## config.mk

```make
export PLATFORM = sky130hd
export DESIGN_NAME = line_mode_front
export DESIGN_NICKNAME = d
export VERILOG_FILES = /design/src/core/line_mode_pkg.sv /design/src/core/line_mode_front.sv
export SDC_FILE = /design/constraint.sdc
export NUM_CORES = 1
export LEC_CHECK = 0
export BUFFER_PORTS_ARGS = -buffer_cell sky130_fd_sc_hd__buf_2
export CAP_MARGIN = 40
export CORE_MARGIN = 4
export CORE_UTILIZATION = 30
export DETAILED_ROUTE_END_ITERATION = 8
export GPL_TIMING_DRIVEN = 0
export SLEW_MARGIN = 20
export SYNTH_ARGS = -nofsm -noshare
export SYNTH_HDL_FRONTEND = slang
export SYNTH_SLANG_ARGS = --single-unit
```

## constraint.sdc

```tcl
create_clock -name sys_clk -period 2 [get_ports sys_clk]
set_clock_uncertainty 0.15 [all_clocks]
set_input_delay 0.3 -clock sys_clk [delete_from_list [all_inputs] [get_ports sys_clk]]
set_output_delay 0.3 -clock sys_clk [all_outputs]
set_load 0.01 [all_outputs]
```

## src/core/line_mode_pkg.sv

```systemverilog
// Purpose: Shared constants for the serial line-mode front end
// Assumes: One 32-bit APB word per register, sys_clk is the 16x clock
// Notes: Field positions refer to the alternate-function and control words
package line_mode_pkg;
    // ==========================================================
    // Register byte offsets
    localparam logic [7:0] OFF_AFC = 8'h00;
    localparam logic [7:0] OFF_CTRL = 8'h04;
    localparam logic [7:0] OFF_STATUS = 8'h08;
    // ==========================================================
    // Alternate-function control fields
    localparam int AFC_DLY_HI = 7;
    localparam int AFC_DLY_LO = 5;
    localparam int AFC_LISTEN = 4;
    localparam int AFC_LARGE = 3;
    localparam int AFC_HALF_DUPLEX = 2;
    localparam int AFC_INFRARED = 1;
    localparam logic [7:0] AFC_RESET = 8'h00;
    // ==========================================================
    // Control word fields
    localparam int CTRL_LOOPBACK = 0;
    localparam int CTRL_MODEM_DIR = 1;
    localparam logic [1:0] CTRL_RESET = 2'h0;
    // ==========================================================
    // Timing: one bit time is sixteen oversample clocks
    localparam logic [3:0] BIT_CLOCKS_M1 = 4'hf;
    localparam logic [3:0] IR_PULSE_FIRST = 4'h6;
    localparam logic [3:0] IR_PULSE_LAST = 4'h8;
    localparam logic [3:0] STROBE_POINT = 4'h7;
    localparam logic [3:0] FRAME_BITS_M1 = 4'h9;
    // Direction line state machine
    typedef enum logic [1:0] {
        DIR_IDLE = 2'b00,
        DIR_ARMED = 2'b01,
        DIR_HOLD = 2'b10,
        DIR_DRAIN = 2'b11
    } dir_state_e;
endpackage : line_mode_pkg

```

## src/core/line_mode_front.sv

```systemverilog
// Purpose: RS-485 direction control, IrDA SIR coder/decoder and receive gating
// Assumes: sys_clk is the 16x oversample clock; core inputs are synchronous
// Notes: Registers reached over APB; offsets and fields live in the package
//
// Function
// Control bit 2 selects half-duplex line mode, bit 1 selects infrared mode.
// Half-duplex without large-block holds transmit interrupt until shift register empty.
// Direction rises one bit before first stop bit, stays while data pending.
// Delay field bits 7:5 sets post-stop hold, only in half-duplex mode.
// Post-transmission hold spans 0 to 15 bit times.
// Hold count starts when both empty; holding write cancels it.
// Large-block: interrupt on threshold cross or empty; else shift-register empty. Code does the latter in half-duplex only.
// Listen set: data stored, threshold, timeout and error interrupts available.
// Listen clear, no loopback, half-duplex or infrared: nothing stored, no interrupts.
// Listen clear in plain mode or loopback: stored, no timeout interrupt.
// Infrared coder works from 16x clock, one bit at a time.
// Infrared one is no pulse, zero is one pulse per 16 clocks.
// Transmit data high keeps infrared output low, pulse counter cleared.
// Transmit data low gives pulse from 7th to 10th clock of bit.
// Infrared pulse lasts three 16x clocks, at least 1.6 us.
// After reset decoded receive is high and decoder counter cleared.
// Receive falling edge drives decoded output low for 16 clocks.
// Receive strobe on 8th clock after start edge, then every 16.
// Positive pulses decode on their trailing falling edge.
// Plain mode passes data unmodified, direction follows modem control bit.
`timescale 1ns/10ps
module line_mode_front import line_mode_pkg::*; (
    // Clock and reset
    input wire logic sys_clk,
    input wire logic rst_n,
    // APB slave
    input wire logic psel,
    input wire logic penable,
    input wire logic pwrite,
    input wire logic [7:0] paddr,
    input wire logic [31:0] pwdata,
    output logic [31:0] prdata,
    output logic pready,
    output logic pslverr,
    // Channel core side
    input wire logic core_txd,
    input wire logic tsr_empty,
    input wire logic fifo_empty,
    input wire logic fifo_above_thr,
    input wire logic thr_write,
    input wire logic tx_last_data_bit,
    output logic core_rxd,
    output logic rx_sample_strobe,
    output logic rx_store_en,
    output logic rx_irq_en,
    output logic rx_timeout_en,
    output logic tx_irq,
    // Line side
    input wire logic rx_pin,
    output logic tx_pin,
    output logic line_direction_out
);
    // ==========================================================
    // Register file
    logic [7:0] afc_r, afc_nxt;
    logic [1:0] ctrl_r, ctrl_nxt;
    logic [31:0] prdata_r, prdata_nxt;
    logic pready_r, pready_nxt, pslverr_r, pslverr_nxt;
    logic en485, infrared_mode_enable, lg, listen, loopback;
    logic [2:0] direction_hold_delay;
    dir_state_e dir_r, dir_nxt;
    logic [7:0] dly_cnt_r, dly_cnt_nxt;
    logic dir_out_r, dir_out_nxt;
    logic mapped, setup;

    // Mode select bits
    assign en485 = afc_r[AFC_HALF_DUPLEX];
    assign infrared_mode_enable = afc_r[AFC_INFRARED];
    assign lg = afc_r[AFC_LARGE];
    assign listen = afc_r[AFC_LISTEN];
    assign loopback = ctrl_r[CTRL_LOOPBACK];
    assign direction_hold_delay = afc_r[AFC_DLY_HI:AFC_DLY_LO];
    assign setup = psel && !penable;
    assign mapped = (paddr == OFF_AFC) || (paddr == OFF_CTRL) || (paddr == OFF_STATUS);

    // Decode, read capture in setup, write in access phase
    always_comb begin
        afc_nxt = afc_r;
        ctrl_nxt = ctrl_r;
        prdata_nxt = prdata_r;
        pready_nxt = setup;
        pslverr_nxt = setup && !mapped;
        if (setup && !pwrite) begin
            unique case (paddr)
                OFF_AFC: prdata_nxt = {24'h000000, afc_r};
                OFF_CTRL: prdata_nxt = {30'h0, ctrl_r};
                OFF_STATUS: prdata_nxt = {28'h0000000, rx_store_en, dir_r, dir_out_r};
                default: prdata_nxt = 32'h00000000;
            endcase
        end
        if (psel && penable && pready_r && pwrite) begin
            if (paddr == OFF_AFC) begin
                afc_nxt = pwdata[7:0];
            end
            if (paddr == OFF_CTRL) begin
                ctrl_nxt = pwdata[1:0];
            end
        end
    end

    always_ff @(posedge sys_clk) begin
        if (!rst_n) begin
            afc_r <= AFC_RESET;
            ctrl_r <= CTRL_RESET;
            prdata_r <= 32'h00000000;
            pready_r <= 1'b0;
            pslverr_r <= 1'b0;
        end else begin
            afc_r <= afc_nxt;
            ctrl_r <= ctrl_nxt;
            prdata_r <= prdata_nxt;
            pready_r <= pready_nxt;
            pslverr_r <= pslverr_nxt;
        end
    end
    assign prdata = prdata_r;
    assign pready = pready_r;
    assign pslverr = pslverr_r;

    // ==========================================================
    // Direction line control
    logic pending;
    assign pending = !tsr_empty || !fifo_empty;

    // Field widened so 7 maps to 15 bit times
    always_comb begin
        dir_nxt = dir_r;
        dly_cnt_nxt = dly_cnt_r;
        unique case (dir_r)
            DIR_IDLE: begin
                if (en485 && pending) begin
                    dir_nxt = DIR_ARMED;
                end
            end
            // Raise before first stop bit
            DIR_ARMED: begin
                if (tx_last_data_bit) begin
                    dir_nxt = DIR_HOLD;
                end
            end
            // Hold count starts when both empty
            DIR_HOLD: begin
                if (!pending) begin
                    dir_nxt = DIR_DRAIN;
                    // Widened delay, sixteen clocks per bit
                    dly_cnt_nxt = {direction_hold_delay, direction_hold_delay[2], 4'h0};
                end
            end
            // Count off hold delay
            DIR_DRAIN: begin
                if (thr_write) begin
                    // Holding write cancels delay
                    dir_nxt = DIR_HOLD;
                end else if (dly_cnt_r == 8'h00) begin
                    dir_nxt = DIR_IDLE;
                end else begin
                    dly_cnt_nxt = dly_cnt_r - 8'h01;
                end
            end
        endcase
        if (!en485) begin
            dir_nxt = DIR_IDLE;
        end
        // Plain mode follows modem bit
        dir_out_nxt = en485 ? (dir_nxt == DIR_HOLD || dir_nxt == DIR_DRAIN) : ctrl_r[CTRL_MODEM_DIR];
    end

    always_ff @(posedge sys_clk) begin
        if (!rst_n) begin
            dir_r <= DIR_IDLE;
            dly_cnt_r <= 8'h00;
            dir_out_r <= 1'b0;
        end else begin
            dir_r <= dir_nxt;
            dly_cnt_r <= dly_cnt_nxt;
            dir_out_r <= dir_out_nxt;
        end
    end
    assign line_direction_out = dir_out_r;

    // ==========================================================
    // Transmit interrupt pacing
    logic tsr_q, fifo_q, above_q, tx_irq_r, tx_irq_nxt;

    // Edge events pick by mode
    always_comb begin
        if (en485 && !lg) begin
            tx_irq_nxt = tsr_empty && !tsr_q;
        end else begin
            tx_irq_nxt = (above_q && !fifo_above_thr) || (fifo_empty && !fifo_q && !above_q);
        end
    end

    always_ff @(posedge sys_clk) begin
        if (!rst_n) begin
            tsr_q <= 1'b1;
            fifo_q <= 1'b1;
            above_q <= 1'b0;
            tx_irq_r <= 1'b0;
        end else begin
            tsr_q <= tsr_empty;
            fifo_q <= fifo_empty;
            above_q <= fifo_above_thr;
            tx_irq_r <= tx_irq_nxt;
        end
    end
    assign tx_irq = tx_irq_r;

    // ==========================================================
    // Infrared coder, decoder and receive path
    logic [3:0] enc_cnt_r, enc_cnt_nxt, dec_cnt_r, dec_cnt_nxt, scnt_r, scnt_nxt, sbit_r, sbit_nxt;
    logic tx_pin_r, tx_pin_nxt, rx_prev_r, int_rx_r, int_rx_nxt;
    logic core_rxd_r, core_rxd_nxt, sact_r, sact_nxt, strobe_r, strobe_nxt;
    logic store_r, store_nxt, timeout_r, timeout_nxt;

    always_comb begin
        // High data clears pulse counter
        // Count runs on 16x clock
        enc_cnt_nxt = core_txd ? 4'h0 : enc_cnt_r + 4'h1;
        // Pulse on clocks 7 to 10
        // Three-clock pulse width
        if (infrared_mode_enable) begin
            tx_pin_nxt = !loopback && !core_txd && enc_cnt_r >= IR_PULSE_FIRST && enc_cnt_r <= IR_PULSE_LAST;
        end else begin
            // Plain data passes through
            tx_pin_nxt = loopback || core_txd;
        end
        // Falling edge starts low window
        int_rx_nxt = int_rx_r;
        dec_cnt_nxt = dec_cnt_r;
        if (rx_prev_r && !rx_pin) begin
            int_rx_nxt = 1'b0;
            dec_cnt_nxt = 4'h0;
        end else if (!int_rx_r) begin
            dec_cnt_nxt = dec_cnt_r + 4'h1;
            int_rx_nxt = (dec_cnt_r == BIT_CLOCKS_M1);
        end
        core_rxd_nxt = loopback ? core_txd : (infrared_mode_enable ? int_rx_r : rx_pin);
        // Mid-bit strobe after start edge
        sact_nxt = sact_r;
        scnt_nxt = scnt_r + 4'h1;
        sbit_nxt = sbit_r;
        strobe_nxt = sact_r && scnt_r == STROBE_POINT;
        if (!sact_r && core_rxd_r && !core_rxd_nxt) begin
            sact_nxt = 1'b1;
            scnt_nxt = 4'h1;
            sbit_nxt = 4'h0;
        end else if (strobe_nxt) begin
            sbit_nxt = sbit_r + 4'h1;
            sact_nxt = sbit_r != FRAME_BITS_M1;
        end
        // Receive gating table
        store_nxt = listen || loopback || !(en485 || infrared_mode_enable);
        timeout_nxt = listen;
    end

    always_ff @(posedge sys_clk) begin
        if (!rst_n) begin
            // Decoder idles high, counter clear
            enc_cnt_r <= 4'h0;
            dec_cnt_r <= 4'h0;
            int_rx_r <= 1'b1;
            rx_prev_r <= 1'b1;
            tx_pin_r <= 1'b1;
            core_rxd_r <= 1'b1;
            sact_r <= 1'b0;
            scnt_r <= 4'h0;
            sbit_r <= 4'h0;
            strobe_r <= 1'b0;
            store_r <= 1'b1;
            timeout_r <= 1'b0;
        end else begin
            enc_cnt_r <= enc_cnt_nxt;
            dec_cnt_r <= dec_cnt_nxt;
            int_rx_r <= int_rx_nxt;
            rx_prev_r <= rx_pin;
            tx_pin_r <= tx_pin_nxt;
            core_rxd_r <= core_rxd_nxt;
            sact_r <= sact_nxt;
            scnt_r <= scnt_nxt;
            sbit_r <= sbit_nxt;
            strobe_r <= strobe_nxt;
            store_r <= store_nxt;
            timeout_r <= timeout_nxt;
        end
    end
    assign tx_pin = tx_pin_r;
    assign core_rxd = core_rxd_r;
    assign rx_sample_strobe = strobe_r;
    assign rx_store_en = store_r;
    assign rx_irq_en = store_r;
    assign rx_timeout_en = timeout_r;
endmodule : line_mode_front

```

After elaboration in Yosys (flattened, before gate mapping). Index checks and enable logic that the tools add are counted.

Reductions and logical operators: 55. Bitwise logic cells: 1. $lt $le $gt $ge: 2. Equality and inequality tests: 13. Mux-type cells: 22. Add/subtract/negate cells: 5.

Operator list (count): two-way mux 8 bit (3); case mux 8 bit (3 select lines) (1); logical AND 1 bit (19); adder 4 x 1 -> 4 bit (second input constant) (4); zero test 1 bit (16); zero test 8 bit (2); case mux 8 bit (2 select lines) (1); two-way mux 2 bit (6); two-way mux 1 bit (10); logical OR 1 bit (9); == test 2 bit (second input constant) (4); == test 8 x 3 -> 1 bit (second input constant) (1); == test 8 x 4 -> 1 bit (second input constant) (1); case mux 2 bit (4 select lines) (1); subtractor 8 x 1 -> 8 bit (second input constant) (1); inequality test 2 bit (second input constant) (3); OR reduction 2 bit (3); == test 4 x 3 -> 1 bit (second input constant) (1); == test 4 bit (second input constant) (1); >= comparator 4 x 3 -> 1 bit (second input constant) (1); less-or-equal comparator 4 bit (second input constant) (1); inequality test 4 bit (second input constant) (1); AND reduction 2 bit (2); AND reduction 4 bit (1); 4 further kinds (5).

Register bits after elaboration: 83. Bits of input ports: 52.

Logic depth before layout (Yosys ltp).
Depth in word-level cells: 9. Mapped depth: 6. Mapped depth without buffers: 6.

Least setup slack after synthesis. Ideal clock, no wire load.

Path type: input -> register. Start point: input paddr[5]. End point: register prdata_r[2], in the netlist prdata[2]. Slack: 0.037 ns. Library setup time: 0.070 ns. Stages: 5. Data arrival time: 1.743 ns. Cell sequence: or4_4 or3_1 clkbuf_2 or3_1 a21oi_1.

Word-level cells in the longest chain between the ends: 2.

Ends and longest elaborated chain: start: declaration (RTL line line_mode_front.sv:35) `input wire logic [7:0] paddr,`; == test 8 x 4 -> 1 bit (tied with other cells) (RTL line line_mode_front.sv:89) `unique case (paddr)`; case mux 8 bit (3 select lines) * (RTL line line_mode_front.sv:89); end signal: assignment (RTL line line_mode_front.sv:116) `prdata_r <= prdata_nxt;`; end: declaration (RTL line line_mode_front.sv:62) `logic [31:0] prdata_r, prdata_nxt;`.

Mark *: on every way between the ends. The rest lies on a longest branch, timed or not. A chain may end at the register's enable or synchronous reset.

Worst setup path in the final report. Ends and elaborated chain as after synthesis.

==> summary.txt <==
Routing
  – Iteration-0 DRC Markers: 130
  – Routed length per instance: roughly 13 um
  – Via Count: between 2000 and 2500
  – Pre-antenna DRT Iters: 5
  – Post-route DRC violation count: 0
  – Vias/cell: roughly 4.7
  – Remaining antenna violation count: 0
  – Routed Wire Length: 6570 um

Clocking
  – Cts bufs inserted: 9
  – # hold bufs at CTS: 0
  – CTS clk-pin slew, worst paths: ~0.070 ns
  – Setup bufs post-CTS: 0
  – Sink Count: just under 60
  – Clock tree root driver cell: clkbuf_8
  – H-tree depth: 3
  – CTS Buffer Depth: 2
  – CTS tree: yes
  – Clk_lat worst skew: ~0.34 ns

STA
  – Measured slew at the worst slew-check pin: 0.611 ns
  – Fmax: 545 MHz
  – Unrepaired setup endpoints after global routing: no
  – Final period util: approximately nine tenths
  – Pins Over Slew Limit: 0
  – Slew margin rel.: between 50% and 60%
  – Final Hold Viols: 0
  – Tmin final: 1.84 ns
  – Final setup violation count: 0
  – PnR worst setup slack: around 0.16 ns
  – Hold Slack: 0.0226 ns

Die
  – Num rows: 34
  – Die area: ~0.011 mm2
  – I/O pins: 94
  – Core area: slightly below 0.009 mm2
  – Die height: 104 um
  – Die width: around 100 um
  – Starting density of the core: a little under a third

Critical path
  – FF-to-FF End: dly_cnt_r[2]
  – CP cell instances: buf_2, or4_4, or3_1, clkbuf_2, or3_1, a21oi_1
  – Type of origin of the critical path: input port
  – Crit-path max FO: 10
  – Delay of the slowest cell on the worst path: between 0.5 and 0.6 ns
  – Critical path's most frequent cell: or3_1
  – Worst path slowest cell: or4_4
  – R2R setup slack: 0.20 ns
  – Worst EP arrival: between 1.5 and 2 ns
  – Reg2reg path depth: 6
  – R2r startpoint: dly_cnt_r[0]
  – Worst Setup End Kind: flop
  – Worst EP required: between 2 and 2.5 ns
  – Setup CP Type: input port to flop

Layout
  – Final Cell Area: 0.00344 mm2
  – Final Non-Filler Cells: 509
  – Diode count: 0
  – Commonest cells after routing, fill and taps aside: dfxtp_1 (59), buf_2 (46), nand2_1 (25), nor2_1 (25), buf_4 (25)
  – Most common cell after layout, fill and taps aside: dfxtp_1
  – Area delta synth->final: 23.3%
  – Layout cells sized above 1: 25.4%
  – Final nets: 456

Placed design
  – HPWL Detailed: 4930 um
  – IO Port Bufs: 44
  – Placement Cell Area: about 0.0032 mm2
  – Placed insts: about 490
  – Post-place setup slack: -0.252 ns
  – GPL Wtd Cong: ~0.9

Pwr
  – P_leak: 1.44 nW
  – Power Density: roughly 710 mW/mm2
  – Peak supply drop: between 0.2 and 0.3 mV
  – Total Power: around 2.5 mW

Synth
  – Top_reg_cell synth: dfxtp_1
  – Synth async-reset ratio: 0%
  – Syn_area_per_cell: around 8.8 um2
  – Synth Register Bits: 59
  – Unique cell type count in the Yosys netlist: 52
  – Cells after Synth: around 320
  – Seq/Total Area, Yosys: between 40 and 50%
  – Synth warn: 0
  – Post-synth EDFFs: 0
  – Post-Syn Area: around 0.0028 mm2

Worst hold path
  – Beginning of the worst hold path: penable
  – WHS Path Cells: 2
  – Worst Hold Class: input port to flop
  – Hold EP: pready

Outcome
  – Status: finished clean

GRT
  – Pin count of the biggest net entering global routing: 12
  – Initial antenna violation count: 0
  – Grt total ovfl: 0
  – Gr usage total: between 10 and 15%
  – Vias in the first global route: roughly 2300
  – First-pass GRT wire length: between 10000 and 15000 um

Flow run
  – Max-cap viol count: 0
-- area by class of cell --
cell class | count | area, um2
Fill cell | 935 | 5450
Sequential cell | 59 | 1180
Buffer | 40 | 249
Clock buffer | 9 | 124
Tap cell | 108 | 135
Inverter | 10 | 37.5
Multi-Input combinational cell | 231 | 1420
Clock inverter | 7 | 68.8
Timing Repair Buffer | 45 | 225
-- worst max-delay path by stage --
stage             start      endpoint  slack (ns)  depth (start not counted)
2_1_floorplan  paddr[5]     prdata[2]        0.04                          5
3_3_place_gp   paddr[3]     prdata[4]       -0.23                          5
3_5_place_dp   paddr[3]     prdata[6]       -0.25                          5
4_1_cts        dir_r[1]  dly_cnt_r[2]        0.07                          6
5_1_grt        paddr[5]     prdata[2]        0.06                          6
6_report       paddr[5]     prdata[2]        0.16                          6
-- power by group --
group / internal (mW) / switching (mW)
sequential: 1.20 / 0.0140
combinational: 0.0822 / 0.0972
clock: 0.570 / 0.496
total: 1.85 / 0.608
-- per-stage QoR --
stage / utilization, % / setup TNS (ns)
5_1_grt: 38.7 / 0
3_5_place_dp: 36.3 / -2.56
3_3_place_gp: 36.3 / -2.38
2_1_floorplan: - / 0
6_report: 38.7 / 0
4_1_cts: 38.5 / 0
-- Yosys cell counts, drive strengths merged, types with 2 or more instances --
master	count	share of area (%)
or3	5	1.1
nor3b	3	0.81
a21oi	22	4.0
or3b	2	0.63
a22oi	7	1.9
nand3	12	2.2
o211ai	2	0.54
nor4	3	0.67
nand4	7	1.6
nand3b	2	0.54
nand4b	3	0.94
dfxtp	59	42
nand2b	8	1.8
o21ai	13	2.3
xnor2	5	1.6
buf	28	7.2
mux2i	7	2.5
nor2	25	3.4
nor2b	4	0.90
o2111ai	3	0.94
nor3	3	0.54
a2111o	2	0.81
and2	4	0.90
o32ai	3	0.94
ha	8	3.6
inv	10	1.3
xor2	5	1.6
a31o	5	1.6
or4	2	0.67
clkbuf	13	1.8
nand2	25	3.4
a21boi	2	0.54
-- cell families (layout without fill, tap and decap cells) --
logic type,after synthesis,after routing,synth area share [%]
AO/OA/AOI/OAI,68,68,16.1
XOR/XNOR,10,10,3.14
adder cells (fa/ha/maj),8,8,3.59
buffers and inverters,51,111,10.3
flip-flops,59,59,42.4
multiplexers,7,7,2.51
other,1,24,0.135
AND/OR/NAND/NOR,114,114,21.8
-- worst max-delay path: cells and delay by family --
kind            cells  cell delay, ns
simple gates        3            1.24
compound gates      1            0.14
buf+inv             2            0.28
-- flip-flops by register name (all words and copies together) (netlist names) --
register	count
above_q	1
afc_r	8
core_rxd	1
ctrl_r	2
dec_cnt_r	4
dir_r	2
dly_cnt_r	8
enc_cnt_r	4
fifo_q	1
int_rx_r	1
line_direction_out	1
prdata	8
pready	1
pslverr	1
rx_irq_en	1
rx_prev_r	1
rx_sample_strobe	1
rx_timeout_en	1
sact_r	1
sbit_r	4
scnt_r	4
tsr_q	1
tx_irq	1
tx_pin	1
-- per-layer routing --
metal | vias to the layer above | part of all wire, % | global-route usage (%)
met1 | 1087 | 46 | 15.6
met5 | - | 0 | 0
met3 | 9 | 5.9 | 4.72
li1 | 1233 | - | -
met4 | 0 | 1.2 | 3.99
met2 | 55 | 47 | 20.0
-- what timing repair did --
action | CTS | global route
endpoints found under the setup margin | 7 | 9
endpoints found under the hold margin | 0 | 0
resized for setup | 1 | 5
Power figures use the tool's default switching activity.
